File: src/rtl/pimc_cfg.svh
// constants for the parallel input and mode control block
`ifndef PIMC_CFG_SVH
`define PIMC_CFG_SVH
`define PIMC_CHANNELS       8
`define PIMC_ADDR_W         8
`define PIMC_OFS_DIRECT     8'h00
`define PIMC_OFS_MAP_A      8'h04
`define PIMC_OFS_MAP_B      8'h08
`define PIMC_OFS_CONFIG     8'h0C
`define PIMC_OFS_PGEN_MAP   8'h10
`define PIMC_OFS_STATUS     8'h14
`define PIMC_RST_DIRECT     8'h00
`define PIMC_RST_MAP_A      8'h04
`define PIMC_RST_MAP_B      8'h08
`define PIMC_RST_PGEN_MAP   16'h0000
`define PIMC_BIT_KILL_UNMSK 0
`define PIMC_BIT_RST_UNMSK  1
`define PIMC_ST_IN_A        0
`define PIMC_ST_IN_B        1
`define PIMC_ST_KILL        2
`define PIMC_ST_RSTPIN      3
`define PIMC_ST_MODE_LO     4
`define PIMC_ST_MODE_HI     5
`define PIMC_RESP_OKAY      2'h0
`define PIMC_RESP_SLVERR    2'h2
`define PIMC_MODE_ACTIVE    2'h0
`define PIMC_MODE_FALLBACK  2'h1
`define PIMC_MODE_SLEEP     2'h2
`define PIMC_CLK_MHZ        20
`define PIMC_LP_FILT_NS     10000
`define PIMC_LP_FILT_CYC    ((`PIMC_LP_FILT_NS * `PIMC_CLK_MHZ) / 1000)
`endif

File: src/rtl/pimc_pkg.sv
// types for the parallel input and mode control block
package pimc_pkg;
  typedef enum logic [1:0] {
    PIMC_ACTIVE,
    PIMC_FALLBACK,
    PIMC_SLEEP
  } pimc_mode_type;
endpackage : pimc_pkg

File: src/rtl/pimc_filter.sv
// two-stage synchroniser followed by a stability filter
`timescale 1ns/10ps
module pimc_filter #(
  parameter int   CYC     = 1,
  parameter logic RST_VAL = 1'b0
) (
  // clock and reset
  input  wire logic mclk,
  input  wire logic arst_n,
  // pin in, filtered level out
  input  wire logic pin_raw,
  output logic      level_q
);
  localparam int CW = $clog2(CYC + 1);
  localparam logic [CW-1:0] LAST = CW'(CYC - 1);

  logic          sync1_q;
  logic          sync2_q;
  logic [CW-1:0] cnt_q;
  wire           differs = sync2_q != level_q;

  always_ff @(posedge mclk or negedge arst_n)
  begin
    if (!arst_n)
    begin
      sync1_q <= RST_VAL;
      sync2_q <= RST_VAL;
    end
    else
    begin
      sync1_q <= pin_raw;
      sync2_q <= sync1_q;
    end
  end

  // a level must hold for CYC samples before it is passed on
  always_ff @(posedge mclk or negedge arst_n)
  begin
    if (!arst_n)
    begin
      cnt_q   <= '0;
      level_q <= RST_VAL;
    end
    else if (!differs)
      cnt_q <= '0;
    else if (cnt_q == LAST)
    begin
      cnt_q   <= '0;
      level_q <= sync2_q;
    end
    else
      cnt_q <= cnt_q + CW'(1);
  end
endmodule : pimc_filter

File: src/rtl/pimc_top.sv
// parallel command inputs, operating mode and safety pin control
// Function
// RULE1: after reset input a drives channel 2, input b drives channel 3
// RULE2: each parallel input has a writable channel map register
// RULE3: channel command is OR of direct bit, mapped pulse generators, mapped inputs
// RULE4: input levels readable in status, also in fallback mode
// RULE5: lowpower low with an input high enters fallback, default channels driven
// RULE6: lowpower low and both inputs low enters sleep
// RULE7: controller holds each lowpower level at least the filter time
// RULE8: entering sleep returns all registers to defaults
// RULE9: undervoltage detectors are off in sleep
// RULE10: sleep refuses all bus transfers, serial output driver disabled
// RULE11: unmasked low reset pin holds internal reset, outputs off, registers default; the config unmask bits keep their value
// RULE12: reset pin ignored until its unmask bit is written
// RULE13: unmasked high kill pin switches all channels off
// RULE14: kill pin low leaves channels to their own commands
// RULE15: kill pin masked until its unmask bit is written
// RULE16: kill pin level readable in status
// RULE17: controller unmasks kill and reset pins through the config register
// RULE18: lowpower pin passes a digital filter before mode decisions
`timescale 1ns/10ps
`include "pimc_cfg.svh"
module pimc_top
  import pimc_pkg::*;
#(
  parameter int LP_FILT_CYC = `PIMC_LP_FILT_CYC,
  parameter int NCH         = `PIMC_CHANNELS
) (
  // clock and reset
  input  wire logic                    mclk,
  input  wire logic                    arst_n,
  // device pins
  input  wire logic                    parallel_cmd_input_a,
  input  wire logic                    parallel_cmd_input_b,
  input  wire logic                    lowpower_req_n,
  input  wire logic                    external_reset_n,
  input  wire logic                    output_kill_pin,
  // pulse generator outputs, same clock
  input  wire logic [1:0]              pgen_out,
  // channel drive and side controls
  output logic      [NCH-1:0]          channel_drive_q,
  output logic                         uv_detect_en_q,
  output logic                         serial_out_en_q,
  output logic                         internal_reset_q,
  output logic      [1:0]              mode_code_q,
  // axi4-lite write address
  input  wire logic                    s_axi_awvalid,
  output logic                         s_axi_awready,
  input  wire logic [`PIMC_ADDR_W-1:0] s_axi_awaddr,
  // axi4-lite write data
  input  wire logic                    s_axi_wvalid,
  output logic                         s_axi_wready,
  input  wire logic [31:0]             s_axi_wdata,
  input  wire logic [3:0]              s_axi_wstrb,
  // axi4-lite write response
  output logic                         s_axi_bvalid,
  input  wire logic                    s_axi_bready,
  output logic      [1:0]              s_axi_bresp,
  // axi4-lite read address
  input  wire logic                    s_axi_arvalid,
  output logic                         s_axi_arready,
  input  wire logic [`PIMC_ADDR_W-1:0] s_axi_araddr,
  // axi4-lite read data
  output logic                         s_axi_rvalid,
  input  wire logic                    s_axi_rready,
  output logic      [31:0]             s_axi_rdata,
  output logic      [1:0]              s_axi_rresp
);

  // synchronised and filtered pins
  logic in_a;
  logic in_b;
  logic lp_awake;
  logic rst_pin_n;
  logic kill_lvl;

  pimc_filter #(.CYC(1), .RST_VAL(1'b0)) u_flt_a (
    .mclk    (mclk),
    .arst_n  (arst_n),
    .pin_raw (parallel_cmd_input_a),
    .level_q (in_a)
  );
  pimc_filter #(.CYC(1), .RST_VAL(1'b0)) u_flt_b (
    .mclk    (mclk),
    .arst_n  (arst_n),
    .pin_raw (parallel_cmd_input_b),
    .level_q (in_b)
  );
  // a short glitch on the lowpower pin must not flip the mode
  pimc_filter #(.CYC(LP_FILT_CYC), .RST_VAL(1'b1)) u_flt_lp (  // see RULE18
    .mclk    (mclk),
    .arst_n  (arst_n),
    .pin_raw (lowpower_req_n),
    .level_q (lp_awake)
  );
  pimc_filter #(.CYC(1), .RST_VAL(1'b1)) u_flt_rst (
    .mclk    (mclk),
    .arst_n  (arst_n),
    .pin_raw (external_reset_n),
    .level_q (rst_pin_n)
  );
  pimc_filter #(.CYC(1), .RST_VAL(1'b0)) u_flt_kill (
    .mclk    (mclk),
    .arst_n  (arst_n),
    .pin_raw (output_kill_pin),
    .level_q (kill_lvl)
  );

  // registers
  logic [NCH-1:0]   direct_q;
  logic [NCH-1:0]   input_a_channel_map;
  logic [NCH-1:0]   input_b_channel_map;
  logic [2*NCH-1:0] pgen_map_q;
  logic             kill_pin_unmask;
  logic             reset_pin_unmask;
  pimc_mode_type    mode_q;
  pimc_mode_type    mode_d;

  // mode decision
  wire any_input = in_a | in_b;

  always_comb
  begin
    if (lp_awake)
      mode_d = PIMC_ACTIVE;
    else if (any_input)
      mode_d = PIMC_FALLBACK;  // see RULE5
    else
      mode_d = PIMC_SLEEP;  // see RULE6
  end

  always_ff @(posedge mclk or negedge arst_n)
  begin
    if (!arst_n)
      mode_q <= PIMC_ACTIVE;
    else
      mode_q <= mode_d;
  end

  wire in_sleep    = mode_q == PIMC_SLEEP;
  wire in_fallback = mode_q == PIMC_FALLBACK;
  wire pin_reset   = reset_pin_unmask & ~rst_pin_n;  // see RULE11 RULE12
  wire kill_active = kill_pin_unmask & kill_lvl;  // see RULE13 RULE15
  // registers fall back to defaults in sleep and under the reset pin
  wire reg_clear   = in_sleep | pin_reset;  // see RULE8 RULE11

  // bus write path
  logic                    aw_got_q;
  logic                    w_got_q;
  logic [`PIMC_ADDR_W-1:0] waddr_q;
  logic [31:0]             wdata_q;
  logic [3:0]              wstrb_q;

  wire aw_take = s_axi_awvalid & s_axi_awready;
  wire w_take  = s_axi_wvalid & s_axi_wready;
  wire wr_go   = aw_got_q & w_got_q & ~s_axi_bvalid;

  wire [31:0] wmask = {{8{wstrb_q[3]}}, {8{wstrb_q[2]}}, {8{wstrb_q[1]}}, {8{wstrb_q[0]}}};
  wire        wr_direct = waddr_q == `PIMC_OFS_DIRECT;
  wire        wr_map_a  = waddr_q == `PIMC_OFS_MAP_A;
  wire        wr_map_b  = waddr_q == `PIMC_OFS_MAP_B;
  wire        wr_cfg    = waddr_q == `PIMC_OFS_CONFIG;
  wire        wr_pmap   = waddr_q == `PIMC_OFS_PGEN_MAP;
  wire        wr_stat   = waddr_q == `PIMC_OFS_STATUS;
  wire        wr_known  = wr_direct | wr_map_a | wr_map_b | wr_cfg | wr_pmap | wr_stat;
  // fallback keeps registers read-only, sleep refuses everything
  wire        wr_allow  = wr_known & ~wr_stat & ~in_sleep & ~in_fallback & ~pin_reset;  // see RULE10
  wire        wr_do     = wr_go & wr_allow;

  function automatic logic [31:0] merge(input logic [31:0] old, input logic [31:0] nw, input logic [31:0] m);
    merge = (old & ~m) | (nw & m);
  endfunction : merge

  wire [31:0] direct_w = merge({24'h000000, direct_q}, wdata_q, wmask);
  wire [31:0] map_a_w  = merge({24'h000000, input_a_channel_map}, wdata_q, wmask);
  wire [31:0] map_b_w  = merge({24'h000000, input_b_channel_map}, wdata_q, wmask);
  wire [31:0] pmap_w   = merge({16'h0000, pgen_map_q}, wdata_q, wmask);
  wire [31:0] cfg_w    = merge({30'h00000000, reset_pin_unmask, kill_pin_unmask}, wdata_q, wmask);

  always_ff @(posedge mclk or negedge arst_n)
  begin
    if (!arst_n)
    begin
      aw_got_q <= 1'b0;
      w_got_q  <= 1'b0;
      waddr_q  <= '0;
      wdata_q  <= '0;
      wstrb_q  <= '0;
    end
    else
    begin
      if (aw_take)
      begin
        aw_got_q <= 1'b1;
        waddr_q  <= s_axi_awaddr;
      end
      else if (wr_go)
        aw_got_q <= 1'b0;
      if (w_take)
      begin
        w_got_q <= 1'b1;
        wdata_q <= s_axi_wdata;
        wstrb_q <= s_axi_wstrb;
      end
      else if (wr_go)
        w_got_q <= 1'b0;
    end
  end

  always_ff @(posedge mclk or negedge arst_n)
  begin
    if (!arst_n)
    begin
      s_axi_awready <= 1'b1;
      s_axi_wready  <= 1'b1;
      s_axi_bvalid  <= 1'b0;
      s_axi_bresp   <= `PIMC_RESP_OKAY;
    end
    else
    begin
      s_axi_awready <= ~(aw_got_q | aw_take);
      s_axi_wready  <= ~(w_got_q | w_take);
      if (wr_go)
      begin
        s_axi_bvalid <= 1'b1;
        s_axi_bresp  <= wr_allow ? `PIMC_RESP_OKAY : `PIMC_RESP_SLVERR;
      end
      else if (s_axi_bready)
        s_axi_bvalid <= 1'b0;
      if (wr_go)
      begin
        s_axi_awready <= 1'b1;
        s_axi_wready  <= 1'b1;
      end
    end
  end

  // software registers
  always_ff @(posedge mclk or negedge arst_n)
  begin
    if (!arst_n)
    begin
      direct_q            <= `PIMC_RST_DIRECT;
      input_a_channel_map <= `PIMC_RST_MAP_A;  // see RULE1
      input_b_channel_map <= `PIMC_RST_MAP_B;  // see RULE1
      pgen_map_q          <= `PIMC_RST_PGEN_MAP;
    end
    else if (reg_clear)
    begin
      direct_q            <= `PIMC_RST_DIRECT;
      input_a_channel_map <= `PIMC_RST_MAP_A;
      input_b_channel_map <= `PIMC_RST_MAP_B;
      pgen_map_q          <= `PIMC_RST_PGEN_MAP;
    end
    else if (wr_do)
    begin
      if (wr_direct)
        direct_q <= direct_w[NCH-1:0];
      if (wr_map_a)
        input_a_channel_map <= map_a_w[NCH-1:0];  // see RULE2
      if (wr_map_b)
        input_b_channel_map <= map_b_w[NCH-1:0];  // see RULE2
      if (wr_pmap)
        pgen_map_q <= pmap_w[2*NCH-1:0];
    end
  end

  // the unmask bits survive the reset pin, otherwise it could not hold the reset
  always_ff @(posedge mclk or negedge arst_n)
  begin
    if (!arst_n)
    begin
      kill_pin_unmask  <= 1'b0;  // see RULE15
      reset_pin_unmask <= 1'b0;  // see RULE12
    end
    else if (in_sleep)
    begin
      kill_pin_unmask  <= 1'b0;
      reset_pin_unmask <= 1'b0;
    end
    else if (wr_do & wr_cfg)
    begin
      kill_pin_unmask  <= cfg_w[`PIMC_BIT_KILL_UNMSK];  // see RULE17
      reset_pin_unmask <= cfg_w[`PIMC_BIT_RST_UNMSK];  // see RULE17
    end
  end

  // channel command
  wire [NCH-1:0] map_or  = ({NCH{in_a}} & input_a_channel_map) | ({NCH{in_b}} & input_b_channel_map);
  wire [NCH-1:0] pgen_or = ({NCH{pgen_out[0]}} & pgen_map_q[NCH-1:0])
                         | ({NCH{pgen_out[1]}} & pgen_map_q[2*NCH-1:NCH]);
  wire [NCH-1:0] cmd_act = direct_q | pgen_or | map_or;  // see RULE3
  wire [NCH-1:0] cmd_fb  = ({NCH{in_a}} & NCH'(`PIMC_RST_MAP_A))
                         | ({NCH{in_b}} & NCH'(`PIMC_RST_MAP_B));  // see RULE5
  wire [NCH-1:0] cmd_sel = in_fallback ? cmd_fb : (in_sleep ? '0 : cmd_act);
  // kill and reset pins override every command; with kill low the command passes
  wire [NCH-1:0] drive_d = (kill_active | pin_reset) ? '0 : cmd_sel;  // see RULE13 RULE14 RULE11

  wire [1:0] mode_code = in_sleep ? `PIMC_MODE_SLEEP : (in_fallback ? `PIMC_MODE_FALLBACK : `PIMC_MODE_ACTIVE);

  always_ff @(posedge mclk or negedge arst_n)
  begin
    if (!arst_n)
    begin
      channel_drive_q  <= '0;
      uv_detect_en_q   <= 1'b1;
      serial_out_en_q  <= 1'b0;
      internal_reset_q <= 1'b0;
      mode_code_q      <= `PIMC_MODE_ACTIVE;
    end
    else
    begin
      channel_drive_q  <= drive_d;
      uv_detect_en_q   <= ~in_sleep;  // see RULE9
      serial_out_en_q  <= ~in_sleep;  // see RULE10
      internal_reset_q <= pin_reset;  // see RULE11
      mode_code_q      <= mode_code;
    end
  end

  // bus read path
  logic [31:0] status_word;
  always_comb
  begin
    status_word                     = 32'h00000000;
    status_word[`PIMC_ST_IN_A]      = in_a;  // see RULE4
    status_word[`PIMC_ST_IN_B]      = in_b;  // see RULE4
    status_word[`PIMC_ST_KILL]      = kill_lvl;  // see RULE16
    status_word[`PIMC_ST_RSTPIN]    = rst_pin_n;
    status_word[`PIMC_ST_MODE_LO]   = mode_code[0];
    status_word[`PIMC_ST_MODE_HI]   = mode_code[1];
  end

  wire rd_take   = s_axi_arvalid & s_axi_arready;
  wire rd_direct = s_axi_araddr == `PIMC_OFS_DIRECT;
  wire rd_map_a  = s_axi_araddr == `PIMC_OFS_MAP_A;
  wire rd_map_b  = s_axi_araddr == `PIMC_OFS_MAP_B;
  wire rd_cfg    = s_axi_araddr == `PIMC_OFS_CONFIG;
  wire rd_pmap   = s_axi_araddr == `PIMC_OFS_PGEN_MAP;
  wire rd_stat   = s_axi_araddr == `PIMC_OFS_STATUS;
  wire rd_known  = rd_direct | rd_map_a | rd_map_b | rd_cfg | rd_pmap | rd_stat;
  wire rd_ok     = rd_known & ~in_sleep;  // see RULE10

  wire [31:0] rd_word =
      ~rd_ok    ? 32'h00000000 :
      rd_direct ? {24'h000000, direct_q} :
      rd_map_a  ? {24'h000000, input_a_channel_map} :
      rd_map_b  ? {24'h000000, input_b_channel_map} :
      rd_cfg    ? {30'h00000000, reset_pin_unmask, kill_pin_unmask} :
      rd_pmap   ? {16'h0000, pgen_map_q} :
      status_word;

  always_ff @(posedge mclk or negedge arst_n)
  begin
    if (!arst_n)
    begin
      s_axi_arready <= 1'b1;
      s_axi_rvalid  <= 1'b0;
      s_axi_rdata   <= 32'h00000000;
      s_axi_rresp   <= `PIMC_RESP_OKAY;
    end
    else if (rd_take)
    begin
      s_axi_arready <= 1'b0;
      s_axi_rvalid  <= 1'b1;
      s_axi_rdata   <= rd_word;
      s_axi_rresp   <= rd_ok ? `PIMC_RESP_OKAY : `PIMC_RESP_SLVERR;
    end
    else if (s_axi_rvalid & s_axi_rready)
    begin
      s_axi_arready <= 1'b1;
      s_axi_rvalid  <= 1'b0;
    end
  end
endmodule : pimc_top

File: config.mk
export PLATFORM = sky130hd
export DESIGN_NAME = pimc_top
export DESIGN_NICKNAME = d
export VERILOG_FILES = /design/src/rtl/pimc_pkg.sv /design/src/rtl/pimc_filter.sv /design/src/rtl/pimc_top.sv
export VERILOG_INCLUDE_DIRS = /design/src /design/src/rtl
export SDC_FILE = /design/constraint.sdc
export NUM_CORES = 1
export LEC_CHECK = 0
export BUFFER_PORTS_ARGS = -buffer_cell sky130_fd_sc_hd__buf_4
export CELL_PAD_IN_SITES_DETAIL_PLACEMENT = 1
export CELL_PAD_IN_SITES_GLOBAL_PLACEMENT = 1
export CORE_UTILIZATION = 40
export CTS_BUF_LIST = sky130_fd_sc_hd__clkbuf_4
export DETAILED_ROUTE_END_ITERATION = 12
export PLACE_DENSITY = 0.75
export SYNTH_ARGS = -nofsm -noshare
export SYNTH_HDL_FRONTEND = slang
export SYNTH_SLANG_ARGS = --single-unit
File: constraint.sdc
create_clock -name mclk -period 2 [get_ports mclk]
set_clock_uncertainty 0.15 [all_clocks]
set_input_delay 0.3 -clock mclk [delete_from_list [all_inputs] [get_ports mclk]]
set_output_delay 0.3 -clock mclk [all_outputs]
set_load 0.005 [all_outputs]
After elaboration in Yosys (flattened, before gate mapping)

Index checks and enable logic that the tools add are counted.

Output and inout port bits: 54
Bits in registers: 153

Muxes and demuxes: 52
Reduce and logical (&&, ||, !) cells: 21
$add $sub $neg: 5
Bitwise logic cells: 63
Equality and inequality tests: 18

Operators with widths:

| kind                  | count |
|---|---|
| $mux W16              | 9 |
| $mux W8               | 14 |
| $and A8 B8 Y8         | 7 |
| $or A8 B8 Y8          | 7 |
| $and A16 B16 Y16      | 2 |
| $eq A8 B4 Y1 const B  | 4 |
| $eq A8 B5 Y1 const B  | 4 |
| $mux W1               | 24 |
| $reduce_bool A2 Y1    | 10 |
| $reduce_and A2 Y1     | 9 |
| $eq A8 B3 Y1 const B  | 2 |
| $logic_not A8 Y1      | 2 |
| $not A16 Y16          | 1 |
| $or A16 B16 Y16       | 1 |
| $and A1 B1 Y1         | 15 |
| $or A1 B1 Y1          | 15 |
| $not A1 Y1            | 12 |
| $mux W2               | 5 |
| $add A8 B1 Y8 const B | 1 |
| $eq A8 B8 Y1 const B  | 1 |
| $ne A1 B1 Y1          | 5 |
| $add A1 B1 Y1 const B | 4 |
| $or A3 B4 Y4          | 1 |
| $and A2 B2 Y2         | 1 |
| other kinds (3)       | 3 |

Depth between registers and ports, before layout

Gate-level depths: netlist (run 1).

Word-level depth: 14
Gate-level depth with buffers: 6
Depth with buffers taken out: 5

Hierarchy

From an unflattened synthesis (run 1), not the netlist that was laid out.

Cells, all modules: 499
Area total of the unflattened synthesis: 5709.2 um2

By module, submodules not included:

| module                    | cells an instance | times used | seq. area each (um2) | area each (um2) |
|---|---|---|---|---|
| pimc_top                  | 439               | 1          | 2710.1               | 4884.7 |
| pimc_filter (u_flt_lp)    | 44                | 1          | 279.0                | 505.5 |
| pimc_filter (u_flt_a ...) | 4                 | 3          | 75.1                 | 78.8 |
| pimc_filter (u_flt_rst)   | 4                 | 1          | 78.8                 | 82.6 |

Worst setup path after synthesis (run 1)

No wires, ideal clock.

Path type: reg-to-reg
From: register u_flt_rst.level_q
To: register input_a_channel_map[0]
Slack: -0.151 ns
Cell stages (with the launch flop): 6
Data required time: 1.718 ns
Data arrival time: 1.869 ns
Cells stage by stage: dfstp_2 nor2b_1 nor4b_1 nand4b_2 mux2i_1 nor2_1

Cells in the longest elaborated chain, start to end: 7

Ends and longest elaborated chain:

| what                         | RTL line          | RTL |
|---|---|---|
| start, declared              | pimc_filter.sv:12 | `output logic level_q` |
| start signal, assigned       | pimc_filter.sv:49 | `level_q <= sync2_q;` |
| $not A1 Y1 (*)               | pimc_top.sv:142   | `wire pin_reset = reset_pin_unmask & ~rst_pin_n;` |
| $and A1 B1 Y1 (*)            | pimc_top.sv:142   |  |
| net pin_reset                | pimc_top.sv:142   |  |
| $not A1 Y1                   | pimc_top.sv:167   | `wire wr_allow = wr_known & ~wr_stat & ~in_sleep & ~in_fallback & ~pin_reset;` |
| $and A1 B1 Y1                | pimc_top.sv:167   |  |
| $and A1 B1 Y1                | pimc_top.sv:168   | `wire wr_do = wr_go & wr_allow;` |
| $reduce_bool A2 Y1 (no line) | -                 |  |
| $reduce_and A2 Y1 (no line)  | -                 |  |
| end signal, assigned         | pimc_top.sv:244   | `` input_a_channel_map <= `PIMC_RST_MAP_A; `` |
| end signal, assigned         | pimc_top.sv:251   | `` input_a_channel_map <= `PIMC_RST_MAP_A; `` |
| end signal, assigned         | pimc_top.sv:260   | `input_a_channel_map <= map_a_w[NCH-1:0];` |
| end, declared                | pimc_top.sv:111   | `logic [NCH-1:0] input_a_channel_map;` |

The timed path passes the listed nets; every way through them passes the cells marked *.
A chain may end at the register's enable or synchronous reset.

Worst setup path in the final report (run 1)

From: register waddr_q[7]
To: register input_b_channel_map[7]

Cells in the longest elaborated chain, start to end: 13

Ends and longest elaborated chain:

| what                                                              | RTL line        | RTL |
|---|---|---|
| start, declared                                                   | pimc_top.sv:150 | `` logic [`PIMC_ADDR_W-1:0] waddr_q; `` |
| start signal, assigned                                            | pimc_top.sv:195 | `waddr_q <= s_axi_awaddr;` |
| $eq A8 B3 Y1 (no line) / $logic_not A8 Y1 (equally long branches) | -               |  |
| $or A1 B1 Y1 (5 in a row)                                         | pimc_top.sv:165 | `wire wr_known = wr_direct \| wr_map_a \| wr_map_b \| wr_cfg \| wr_pmap \| wr_stat;` |
| $and A1 B1 Y1 (4 in a row)                                        | pimc_top.sv:167 |  |
| $and A1 B1 Y1                                                     | pimc_top.sv:168 |  |
| $reduce_bool A2 Y1 (no line)                                      | -               |  |
| $reduce_and A2 Y1 (no line) (*)                                   | -               |  |
| end signal, assigned                                              | pimc_top.sv:245 | `` input_b_channel_map <= `PIMC_RST_MAP_B; `` |
| end signal, assigned                                              | pimc_top.sv:252 | `` input_b_channel_map <= `PIMC_RST_MAP_B; `` |
| end signal, assigned                                              | pimc_top.sv:262 | `input_b_channel_map <= map_b_w[NCH-1:0];` |
| end, declared                                                     | pimc_top.sv:112 | `logic [NCH-1:0] input_b_channel_map;` |

Every way passes the cells marked *; elsewhere a longest branch is shown, timed or not.

==> flow_summary.yaml, run 1 <==
synth:
  synth_top_cells_by_area: "dfrtp_1, dfstp_2, mux2_2"
  ys_seq_area_share_pct: 58.3
  synthFlopType: "dfrtp_1"
  synth-edff-count: 0
  yosys_register_bits: 131
  synth_top_area_share_pct: 52.7
  postSynthAreaPerCell_um2: 11.6
  synthesis.instances: 488
  async_flop_share_pct: 100
  yosys_warnings: 0
  syn_area_mm2: 0.00565
  synth_largest_area_cell: "dfrtp_1"
  synth_cell_type_count: 52
clock_network:
  cts.sinks: 131
  cts_buffer_depth: 2
  htreeDepth: 4
  numCtsBuffers: 17
  clk-insertion-delay-late_ns: 0.53
  clk_pin_slew_ns: 0.11
  cts_tree: "yes"
  cts-root-buf: "clkbuf_4"
cells_and_area:
  mostFrequentLayoutCells: "dfrtp_1, buf_4, nand2_1, dlygate4sd3_1, nor2_1"
  syn2layout_area_growth_pct: 31.2
  layout.cells.non_filler: 834
  final_common_cell: "dfrtp_1"
  fillers: 1464
  layout-drive-gt1-share_pct: 33.8
  multi_input_area_mm2: 0.00224
  seq_area_mm2: 0.00329
  finalNetCount: 707
die:
  core_mm2: 0.0138
  fp-row-count: 43
  io_pins: 120
  die_h_um: 121
  design.die.area_mm2: 0.0146
  die_x_um: 121
  initial_core_util_pct: 40.8
placement:
  hpwl_mm: 11.2
  gp_congestion: 0.866
  io_buffers: 83
  dp_cells: 757
pwr:
  leakagePower_nw: 3.53
  ir_drop_mv: 0.563
  pwr-share-clk_pct: 26.4
  switching_share_pct: 29.5
  netSwitchingPower_mw: 1.86
  internal_power_mw: 4.45
  power.total_mw: 6.31
  power_density_mw_per_mm2: 852
  power_frac_comb_pct: 19.2
  power_frac_seq_pct: 54.4
critical_path:
  critPathKind: "register to register"
  cp_max_fo: 6
  cp-end-kind: "register"
  rr_worst_depth: 8
  critPathArrivalTime_ns: 2.43
  start_kind: "register"
  worstPathRequired_ns: 2.32
status:
  status: "finished, violations left"
  violations: "negative setup slack"
sta:
  hold-worst-slack_ns: 0.0622
  fin_ws_ns: -0.106
  setup_viol: 31
  hold_violations: 0
  drv_slew: 0
  fin_tns_setup_ns: -1.06
  rsz0062_at_grt: "true"
  min_period_over_period_pct: 105
  fmax_mhz: 475
  period_needed_ns: 2.11
detailed_routing:
  drt_wl_total_mm: 15.2
  first_pass_iters: 4
  drtIter0Drc: 204
  postRouteAntennaNets: 0
  wl_per_cell_um: 18.3
  drt-vias-per-instance: 5.34
  vias: 4453
  drc: 0
grt:
  antenna_found_initial: 1
  grt_max_degree: 29
  grtUsageTotal_pct: 22.2
  gr-total-overflow: 0
  grt_pass1_vias: 4679
  grt_pass1_wl_mm: 24.5
worst_hold_path:
  min_path_type: "primary input to register"
  whs_path_depth: 3
job:
  maxCapViolations: 0
==> through the flow <==
step	utilization, %	setup slack (ns)	cell area (µm²)
floorplan	-	-0.0927	5730
global placement	48.0	-0.215	6640
detailed placement	48.0	-0.285	6640
CTS	52.9	-0.0660	7310
global route	53.6	-0.180	7400
finish	53.6	-0.106	7400
==> timing repair <==
item	CTS	global route
hold buffers	39	0
setup endpoints to repair	39	41
pin swaps	6	8
resized for setup	6	17
buffers inserted	1	4
endpoints found under the hold margin	157	0
==> critical path, cell delays in order, from the launching register on <==
cell and delay, ns:
dfrtp_1 0.39, or4_4 0.57, nor3_4 0.14, buf_4 0.13, buf_6 0.11, and3_4 0.18
buf_6 0.13, buf_12 0.11, a22o_1 0.13
==> registers in the layout, summed over array words and instances, names as in the netlist, 2 cells and up <==
signal	flops
s_axi_rdata	16
input_a_channel_map	8
input_b_channel_map	8
wstrb_q	2
channel_drive_q	8
waddr_q	8
direct_q	8
mode_q	2
wdata_q	16
pgen_map_q	16
u_flt_lp.cnt_q	8
mode_code_q	2
==> power by group through the flow <==
stage | Sequential [mW] | Clock, mW | Combinational (mW)
final | 3.43 | 1.66 | 1.21
after global routing | 3.49 | 1.82 | 1.34
after CTS | 3.40 | 1.70 | 1.20
after detailed placement | 3.45 | 0 | 1.12
after global placement | 3.42 | 0 | 1.06
after floorplan | 3.34 | 0 | 0.663
==> worst paths after layout <==
check / slack, ns / endpoint / startpoint
max: -0.11 / input_b_channel_map[7] / waddr_q[7]
min: 0.06 / s_axi_rdata[5] / s_axi_araddr[4]
max reg2reg: -0.11 / input_b_channel_map[7] / waddr_q[7]
min reg2reg: 0.21 / u_flt_a.level_q / u_flt_a.sync2_q
max in group asynchronous: 0.98 / u_flt_lp.sync1_q / arst_n
min in group asynchronous: 0.08 / direct_q[1] / arst_n
==> cell usage after synthesis, types with 4 or more instances <==
master	instances
o21ai_0	19
nand3b_1	10
o211ai_1	4
buf_4	18
a222oi_1	6
clkbuf_1	22
inv_1	7
mux2_2	27
and3_1	5
dfrtp_1	119
dfstp_2	12
nand2_1	44
nor2_1	34
xor2_1	7
nor2b_1	4
nand3_1	14
a21oi_1	31
mux2i_1	20
a22o_1	25
==> cell families after synthesis <==
group	after synthesis	share of synthesized area, %
AOI/OAI and AO/OA	109	13.7
and+or+nand+nor	141	12.9
adders and majority gates	1	0.222
xor gates and xnor gates	8	1.24
muxes	47	8.93
buffers and inverters	50	4.59
other	1	0.0664
DFF	131	58.3
==> cell type report <==
cell class	count	share of cell area, %
clock buffers	18	1.82
clock inverters	14	1.62
multi-input cells	324	30.3
well taps	180	3.04
diodes	1	0.0338
flip-flops and latches	131	44.5
repair buffers	159	18.4
inverters	7	0.355
==> per-layer routing <==
layer	vias up	wire length [µm]	GRT usage, %
met2	132	7610	36.5
met1	2270	6700	29.5
met3	21	675	4.01
li1	2030	-	-
met5	-	0	0
met4	0	260	8.10
No activity file was read; power rests on OpenSTA's default activity.
==> inputs of run 2 (changes only) <==
--- a/config.mk
+++ b/config.mk
@@ -6,10 +6,11 @@
 export SDC_FILE = /design/constraint.sdc
 export NUM_CORES = 1
 export LEC_CHECK = 0
+export ABC_AREA = 1
 export BUFFER_PORTS_ARGS = -buffer_cell sky130_fd_sc_hd__buf_4
 export CELL_PAD_IN_SITES_DETAIL_PLACEMENT = 1
 export CELL_PAD_IN_SITES_GLOBAL_PLACEMENT = 1
-export CORE_UTILIZATION = 40
+export CORE_UTILIZATION = 38
 export CTS_BUF_LIST = sky130_fd_sc_hd__clkbuf_4
 export DETAILED_ROUTE_END_ITERATION = 12
 export PLACE_DENSITY = 0.75
==> run 2 against run 1 <==
Against the previous run:
- the flow now finishes without violations
- cell count increased by 29%
- via count grew 25%
- worst hold slack better by 0.031 ns
- clock-buffer cell count unchanged
- register-to-register slack better by 0.17 ns
- sequential power up 7.9%
- combinational power is 90% higher
- critical path type unchanged
- highest routed layer unchanged
==> flow_summary.yaml, run 2 <==
detailed_routing:
  drt-vias-per-instance: 5.18
  postRouteAntennaNets: 0
  vias: 5575
  drt_wl_total_mm: 18.2
  wl_per_cell_um: 16.9
  drc: 0
  drtIter0Drc: 421
  first_pass_iters: 5
sta:
  worst_pin_slew_ns: 0.594
  period_needed_ns: 1.93
  setup_viol: 0
  fin_ws_ns: 0.0661
  min_period_over_period_pct: 96.7
  drv_slew: 0
  hold_violations: 0
  fmax_mhz: 517
  hold-worst-slack_ns: 0.0930
  maxSlewHeadroom_pct: 60.3
  fin_tns_setup_ns: 0
clock_network:
  cts-root-buf: "clkbuf_4"
  numCtsBuffers: 17
  cts_buffer_depth: 2
  clk-insertion-delay-late_ns: 0.55
  cts_tree: "yes"
  htreeDepth: 4
  cts.sinks: 131
  clk_pin_slew_ns: 0.10
critical_path:
  crit_buf_inv: 1
  r2r_setup_slack_ns: 0.07
  critPathKind: "register to register"
  worstPathRequired_ns: 2.32
  cp_top_family: "simple AND/OR/NAND/NOR gates"
  cp_max_fo: 5
  max_stage_delay_ns: 0.40
  critPathSlowestCell: "dfrtp_1"
  start_kind: "register"
  r2r-end: "direct_q[4]"
  cp-end-kind: "register"
  rr_worst_depth: 6
  timing.rr.start: "waddr_q[7]"
  critPathArrivalTime_ns: 2.25
  crit_chain: "nor2_1 -> nand3_1 -> o21ai_4 -> nand3_2 -> buf_4 -> o22ai_1"
cells_and_area:
  seq_area_mm2: 0.00329
  multi_input_area_mm2: 0.00232
  fillers: 1861
  final_common_cell: "nand2_1"
  layout-drive-gt1-share_pct: 19.6
  reg_top3: "pgen_map_q: 16 flops, s_axi_rdata: 16 flops, wdata_q: 16 flops"
  design_area_mm2: 0.00765
  finalNetCount: 918
  mostFrequentLayoutCells: "nand2_1, dfrtp_1, buf_4, inv_1, o21ai_0"
  syn2layout_area_growth_pct: 26.3
synth:
  synth-edff-count: 0
  synthFlopType: "dfrtp_1"
  synth_largest_area_cell: "dfrtp_1"
  postSynthAreaPerCell_um2: 8.49
  async_flop_share_pct: 100
  yosys_warnings: 0
  yosys_register_bits: 131
  synthesis.instances: 714
  syn_area_mm2: 0.00606
  synth_top_area_share_pct: 49.1
  ys_seq_area_share_pct: 54.3
  synth_cell_type_count: 40
  yosysMostFrequentCell: "nand2_1"
  synth_common_cells: "nand2_1, dfrtp_1, inv_1"
  synth_top_cells_by_area: "dfrtp_1, nand2_1, dfstp_2"
placement:
  io_buffers: 83
  gp_congestion: 0.848
  pre_cts_ws_ns: 0.0947
  placed_area_mm2: 0.00698
  hpwl_mm: 13.3
pwr:
  leakagePower_nw: 3.76
  power_density_mw_per_mm2: 1000
  ir_drop_mv: 0.509
die:
  core_mm2: 0.0154
  design.die.area_mm2: 0.0165
  fp-row-count: 45
  io_pins: 120
  die_x_um: 128
  initial_core_util_pct: 39.4
  die_h_um: 128
status:
  status: "complete, no violations"
grt:
  grt_max_degree: 47
  antenna_found_initial: 1
  grt_pass1_wl_mm: 29.5
  gr-total-overflow: 0
  grt_pass1_vias: 5790
  grtUsageTotal_pct: 23.5
worst_hold_path:
  min_path_type: "primary input to async pin"
job:
  maxCapViolations: 0
==> run 2: routing by layer <==
layer	part of all wire, %	track usage (%)	vias up
li1	-	-	2588
met1	44	30.7	2786
met2	49	38.7	169
met3	4.9	4.09	32
met4	2.1	9.41	0
met5	0	0	-
==> run 2: worst max-delay path by stage <==
stage               cells after the start               from                     end  slack, ns
floorplan                               9  u_flt_rst.level_q  input_b_channel_map[4]       0.25
global placement                        8  u_flt_rst.level_q             direct_q[1]       0.16
detailed placement                      8  u_flt_rst.level_q           pgen_map_q[8]       0.09
CTS                                     8  u_flt_rst.level_q          pgen_map_q[10]       0.06
global route                            8         waddr_q[7]  input_b_channel_map[6]      -0.05
finish                                  6         waddr_q[7]             direct_q[4]       0.07
==> run 2: per-stage QoR <==
step / std cells / power, mW / utilization [%]
after floorplan: 731 / 4.95 / -
after global placement: 1005 / 5.79 / 45.4
after detailed placement: 1005 / 5.93 / 45.4
after CTS: 1073 / 7.69 / 49.4
after global routing: 1076 / 8.17 / 49.8
final: 1076 / 7.68 / 49.8
==> run 2: logic make-up (layout without fill, tap and decap cells) <==
family                   after synthesis  in the layout  synth area share (%)
adder cells (fa/ha/maj)                1              1                 0.206
flip-flops                           131            131                  54.3
multiplexers                           4              4                 0.743
other                                  1             19                0.0619
AND/OR/NAND/NOR                      319            319                  22.6
AO/OA/AOI/OAI                        135            135                  12.9
XOR/XNOR                               2              2                 0.289
buffers and inverters                121            254                  8.88
==> run 2: final cells by class <==
cell class / instances / area share (%)
well taps: 211 / 3.45
inverters: 77 / 3.78
flip-flops and latches: 131 / 43.0
diodes: 1 / 0.0327
clock buffers: 18 / 1.77
multi-input cells: 479 / 30.3
clock inverters: 14 / 1.57
repair buffers: 145 / 16.1
==> run 2: what timing repair did <==
item,4_1_cts,5_1_grt
resized for setup,0,5
hold buffers,36,0
setup buffers,0,2
setup endpoints to repair,0,27
endpoints found under the hold margin,139,0
==> run 2: worst register-to-register path: cells and delay by family (launching register included) <==
| family | cells | cell delay (ns) |
|---|---|---|
| AOI/OAI and AO/OA | 2 | 0.43 |
| buffers and inverters | 1 | 0.21 |
| DFF | 1 | 0.40 |
| and+or+nand+nor | 3 | 0.68 |
==> run 2: where the power goes <==
| part | internal, mW | switching [mW] |
|---|---|---|
| combinational | 0.865 | 1.43 |
| clock | 0.721 | 0.962 |
| sequential | 3.26 | 0.439 |
| total | 4.85 | 2.83 |
==> inputs of run 3 (changes only) <==
--- a/config.mk
+++ b/config.mk
@@ -10,6 +10,7 @@
 export BUFFER_PORTS_ARGS = -buffer_cell sky130_fd_sc_hd__buf_4
 export CELL_PAD_IN_SITES_DETAIL_PLACEMENT = 1
 export CELL_PAD_IN_SITES_GLOBAL_PLACEMENT = 1
+export CORE_ASPECT_RATIO = 0.6
 export CORE_UTILIZATION = 38
 export CTS_BUF_LIST = sky130_fd_sc_hd__clkbuf_4
 export DETAILED_ROUTE_END_ITERATION = 12
==> constraint.sdc (replaced) <==
create_clock -name mclk -period 2 [get_ports mclk]
set_clock_uncertainty 0.15 [all_clocks]
set_input_delay 0.3 -clock mclk [delete_from_list [all_inputs] [get_ports mclk]]
set_output_delay 0.3 -clock mclk [all_outputs]
set_load 0.05 [all_outputs]
==> run 3 against run 2 <==
Against the previous run:
- critical endpoint is now input_b_channel_map[5]
- largest cell class unchanged
- worst setup slack better by 0.019 ns
- die area up 0.10%
- power up 9.2%
- largest power group unchanged
- critical path depth up 4
==> flow_summary.yaml, run 3 (synthesis gave the netlist of run 2 again) <==
detailed_routing:
  drc: 0
  postRouteAntennaNets: 0
  vias: 5521
  drt-vias-per-instance: 5.18
  drt_wl_total_mm: 19.4
  first_pass_iters: 5
  wl_per_cell_um: 18.2
  drtIter0Drc: 438
critical_path:
  max_stage_delay_ns: 0.53
  critPathKind: "register to register"
  start_kind: "register"
  cp-end-kind: "register"
  crit_chain: "inv_1 -> nand2_2 -> nand2_4 -> nor3_4 -> buf_4 -> nand3_2 -> nand2_4 -> inv_1 -> nand2_1 -> o21ai_0"
  cp_max_fo: 8
  critPathArrivalTime_ns: 2.17
  critPathSlowestCell: "dfstp_2"
  worstPathRequired_ns: 2.25
grt:
  grt_util_met2_pct: 36.7
  grtUsageMet3_pct: 4.63
  top_usage_layer: "met1"
  grt_max_degree: 88
  grt_pass1_vias: 5715
  antenna_found_initial: 0
  gr-total-overflow: 0
  grt_pass1_wl_mm: 30.8
  grtUsageTotal_pct: 25.0
  grt_util_met1_pct: 37.8
sta:
  min_period_over_period_pct: 95.7
  fin_tns_setup_ns: 0
  hold_violations: 0
  maxSlewHeadroom_pct: 55.3
  period_needed_ns: 1.91
  worst_pin_slew_ns: 0.668
  drv_slew: 0
  rsz0062_at_grt: "false"
  fmax_mhz: 522
  setup_viol: 0
worst_hold_path:
  min_path_type: "primary input to register"
cells_and_area:
  final_common_cell: "nand2_1"
  seq_area_mm2: 0.00329
  reg_top3: "pgen_map_q: 16 flops, s_axi_rdata: 16 flops, wdata_q: 16 flops"
  syn2layout_area_growth_pct: 26.3
  mostFrequentLayoutCells: "nand2_1, dfrtp_1, buf_4, inv_1, o21ai_0"
  layout-drive-gt1-share_pct: 20.3
  design_area_mm2: 0.00765
  fillers: 1910
  finalNetCount: 917
  utilization_pct: 49.5
  layout.cells.non_filler: 1066
  diodes: 0
  multi_input_area_mm2: 0.00233
pwr:
  power_density_mw_per_mm2: 1100
  leakagePower_nw: 3.77
  ir_drop_mv: 0.641
clock_network:
  htreeDepth: 4
  cts_tree: "yes"
  cts-root-buf: "clkbuf_4"
  cts.sinks: 131
  cts_buffer_depth: 2
  clk-insertion-delay-late_ns: 0.53
  numCtsBuffers: 17
  clk_pin_slew_ns: 0.12
status:
  status: "complete, no violations"
die:
  io_pins: 120
  core_mm2: 0.0155
  design.die.area_mm2: 0.0165
  die_x_um: 165
  die_h_um: 99.8
  fp-row-count: 35
  initial_core_util_pct: 39.2
job:
  maxCapViolations: 0
placement:
  io_buffers: 83
  placed_area_mm2: 0.00696
  hpwl_mm: 14.2
  gp_congestion: 0.930
  dp_cells: 997
run 3: what timing repair did:
| action | in CTS | in global routing |
|---|---|---|
| setup endpoints to repair | 2 | 32 |
| hold buffers | 34 | 0 |
| resized for setup | 0 | 7 |
| endpoints found under the hold margin | 153 | 0 |
| pin swaps | 1 | 2 |
| setup buffers | 2 | 1 |
run 3: metal layers:
metal	wire, µm	vias to the layer above
met4	252	0
met5	0	-
met1	9640	2691
li1	-	2577
met2	8150	225
met3	1350	28
run 3: final timing paths:
| check | from | to | slack, ns | depth (start not counted) |
|---|---|---|---|---|
| hold reg to reg | u_flt_a.sync2_q | u_flt_a.level_q | 0.21 | 0 |
| setup / recovery | u_flt_rst.level_q | input_b_channel_map[5] | 0.09 | 10 |
| min in group asynchronous | arst_n | u_flt_lp.cnt_q[4] | 0.17 | 3 |
| hold / removal | s_axi_arvalid | s_axi_rresp[1] | 0.03 | 4 |
| setup reg to reg | u_flt_rst.level_q | input_b_channel_map[5] | 0.09 | 10 |
| max in group asynchronous | arst_n | wdata_q[9] | 1.04 | 3 |
run 3: worst max-delay path: cells and delay by family (launching register included):
kind | cells | cell delay [ns]
buffers and inverters | 3 | 0.32
flip-flops | 1 | 0.53
AND/OR/NAND/NOR | 6 | 0.72
AO/OA/AOI/OAI | 1 | 0.09
run 3: final cells by class:
| class | count | area share [%] |
|---|---|---|
| Multi-Input combinational cell | 479 | 30.4 |
| Timing Repair Buffer | 144 | 15.6 |
| Sequential cell | 131 | 43.0 |
| Clock inverter | 14 | 2.11 |
| Tap cell | 203 | 3.32 |
| Inverter | 77 | 3.78 |
| Clock buffer | 18 | 1.77 |
run 3: where the power goes:
part	leakage [nW]	switching, mW	internal [mW]
Sequential	1.66	0.467	3.26
Clock	0.155	1.04	0.875
Combinational	1.95	1.88	0.866
run 3: through the flow:
step	setup WS, ns	hold slack [ns]	total power [mW]
2_1_floorplan	0.0594	-0.146	5.35
3_3_place_gp	0.117	0.188	6.22
3_5_place_dp	0.0147	0.188	6.39
4_1_cts	0.0115	0.00994	8.38
5_1_grt	0.00290	0.0377	8.89
6_report	0.0851	0.0300	8.39
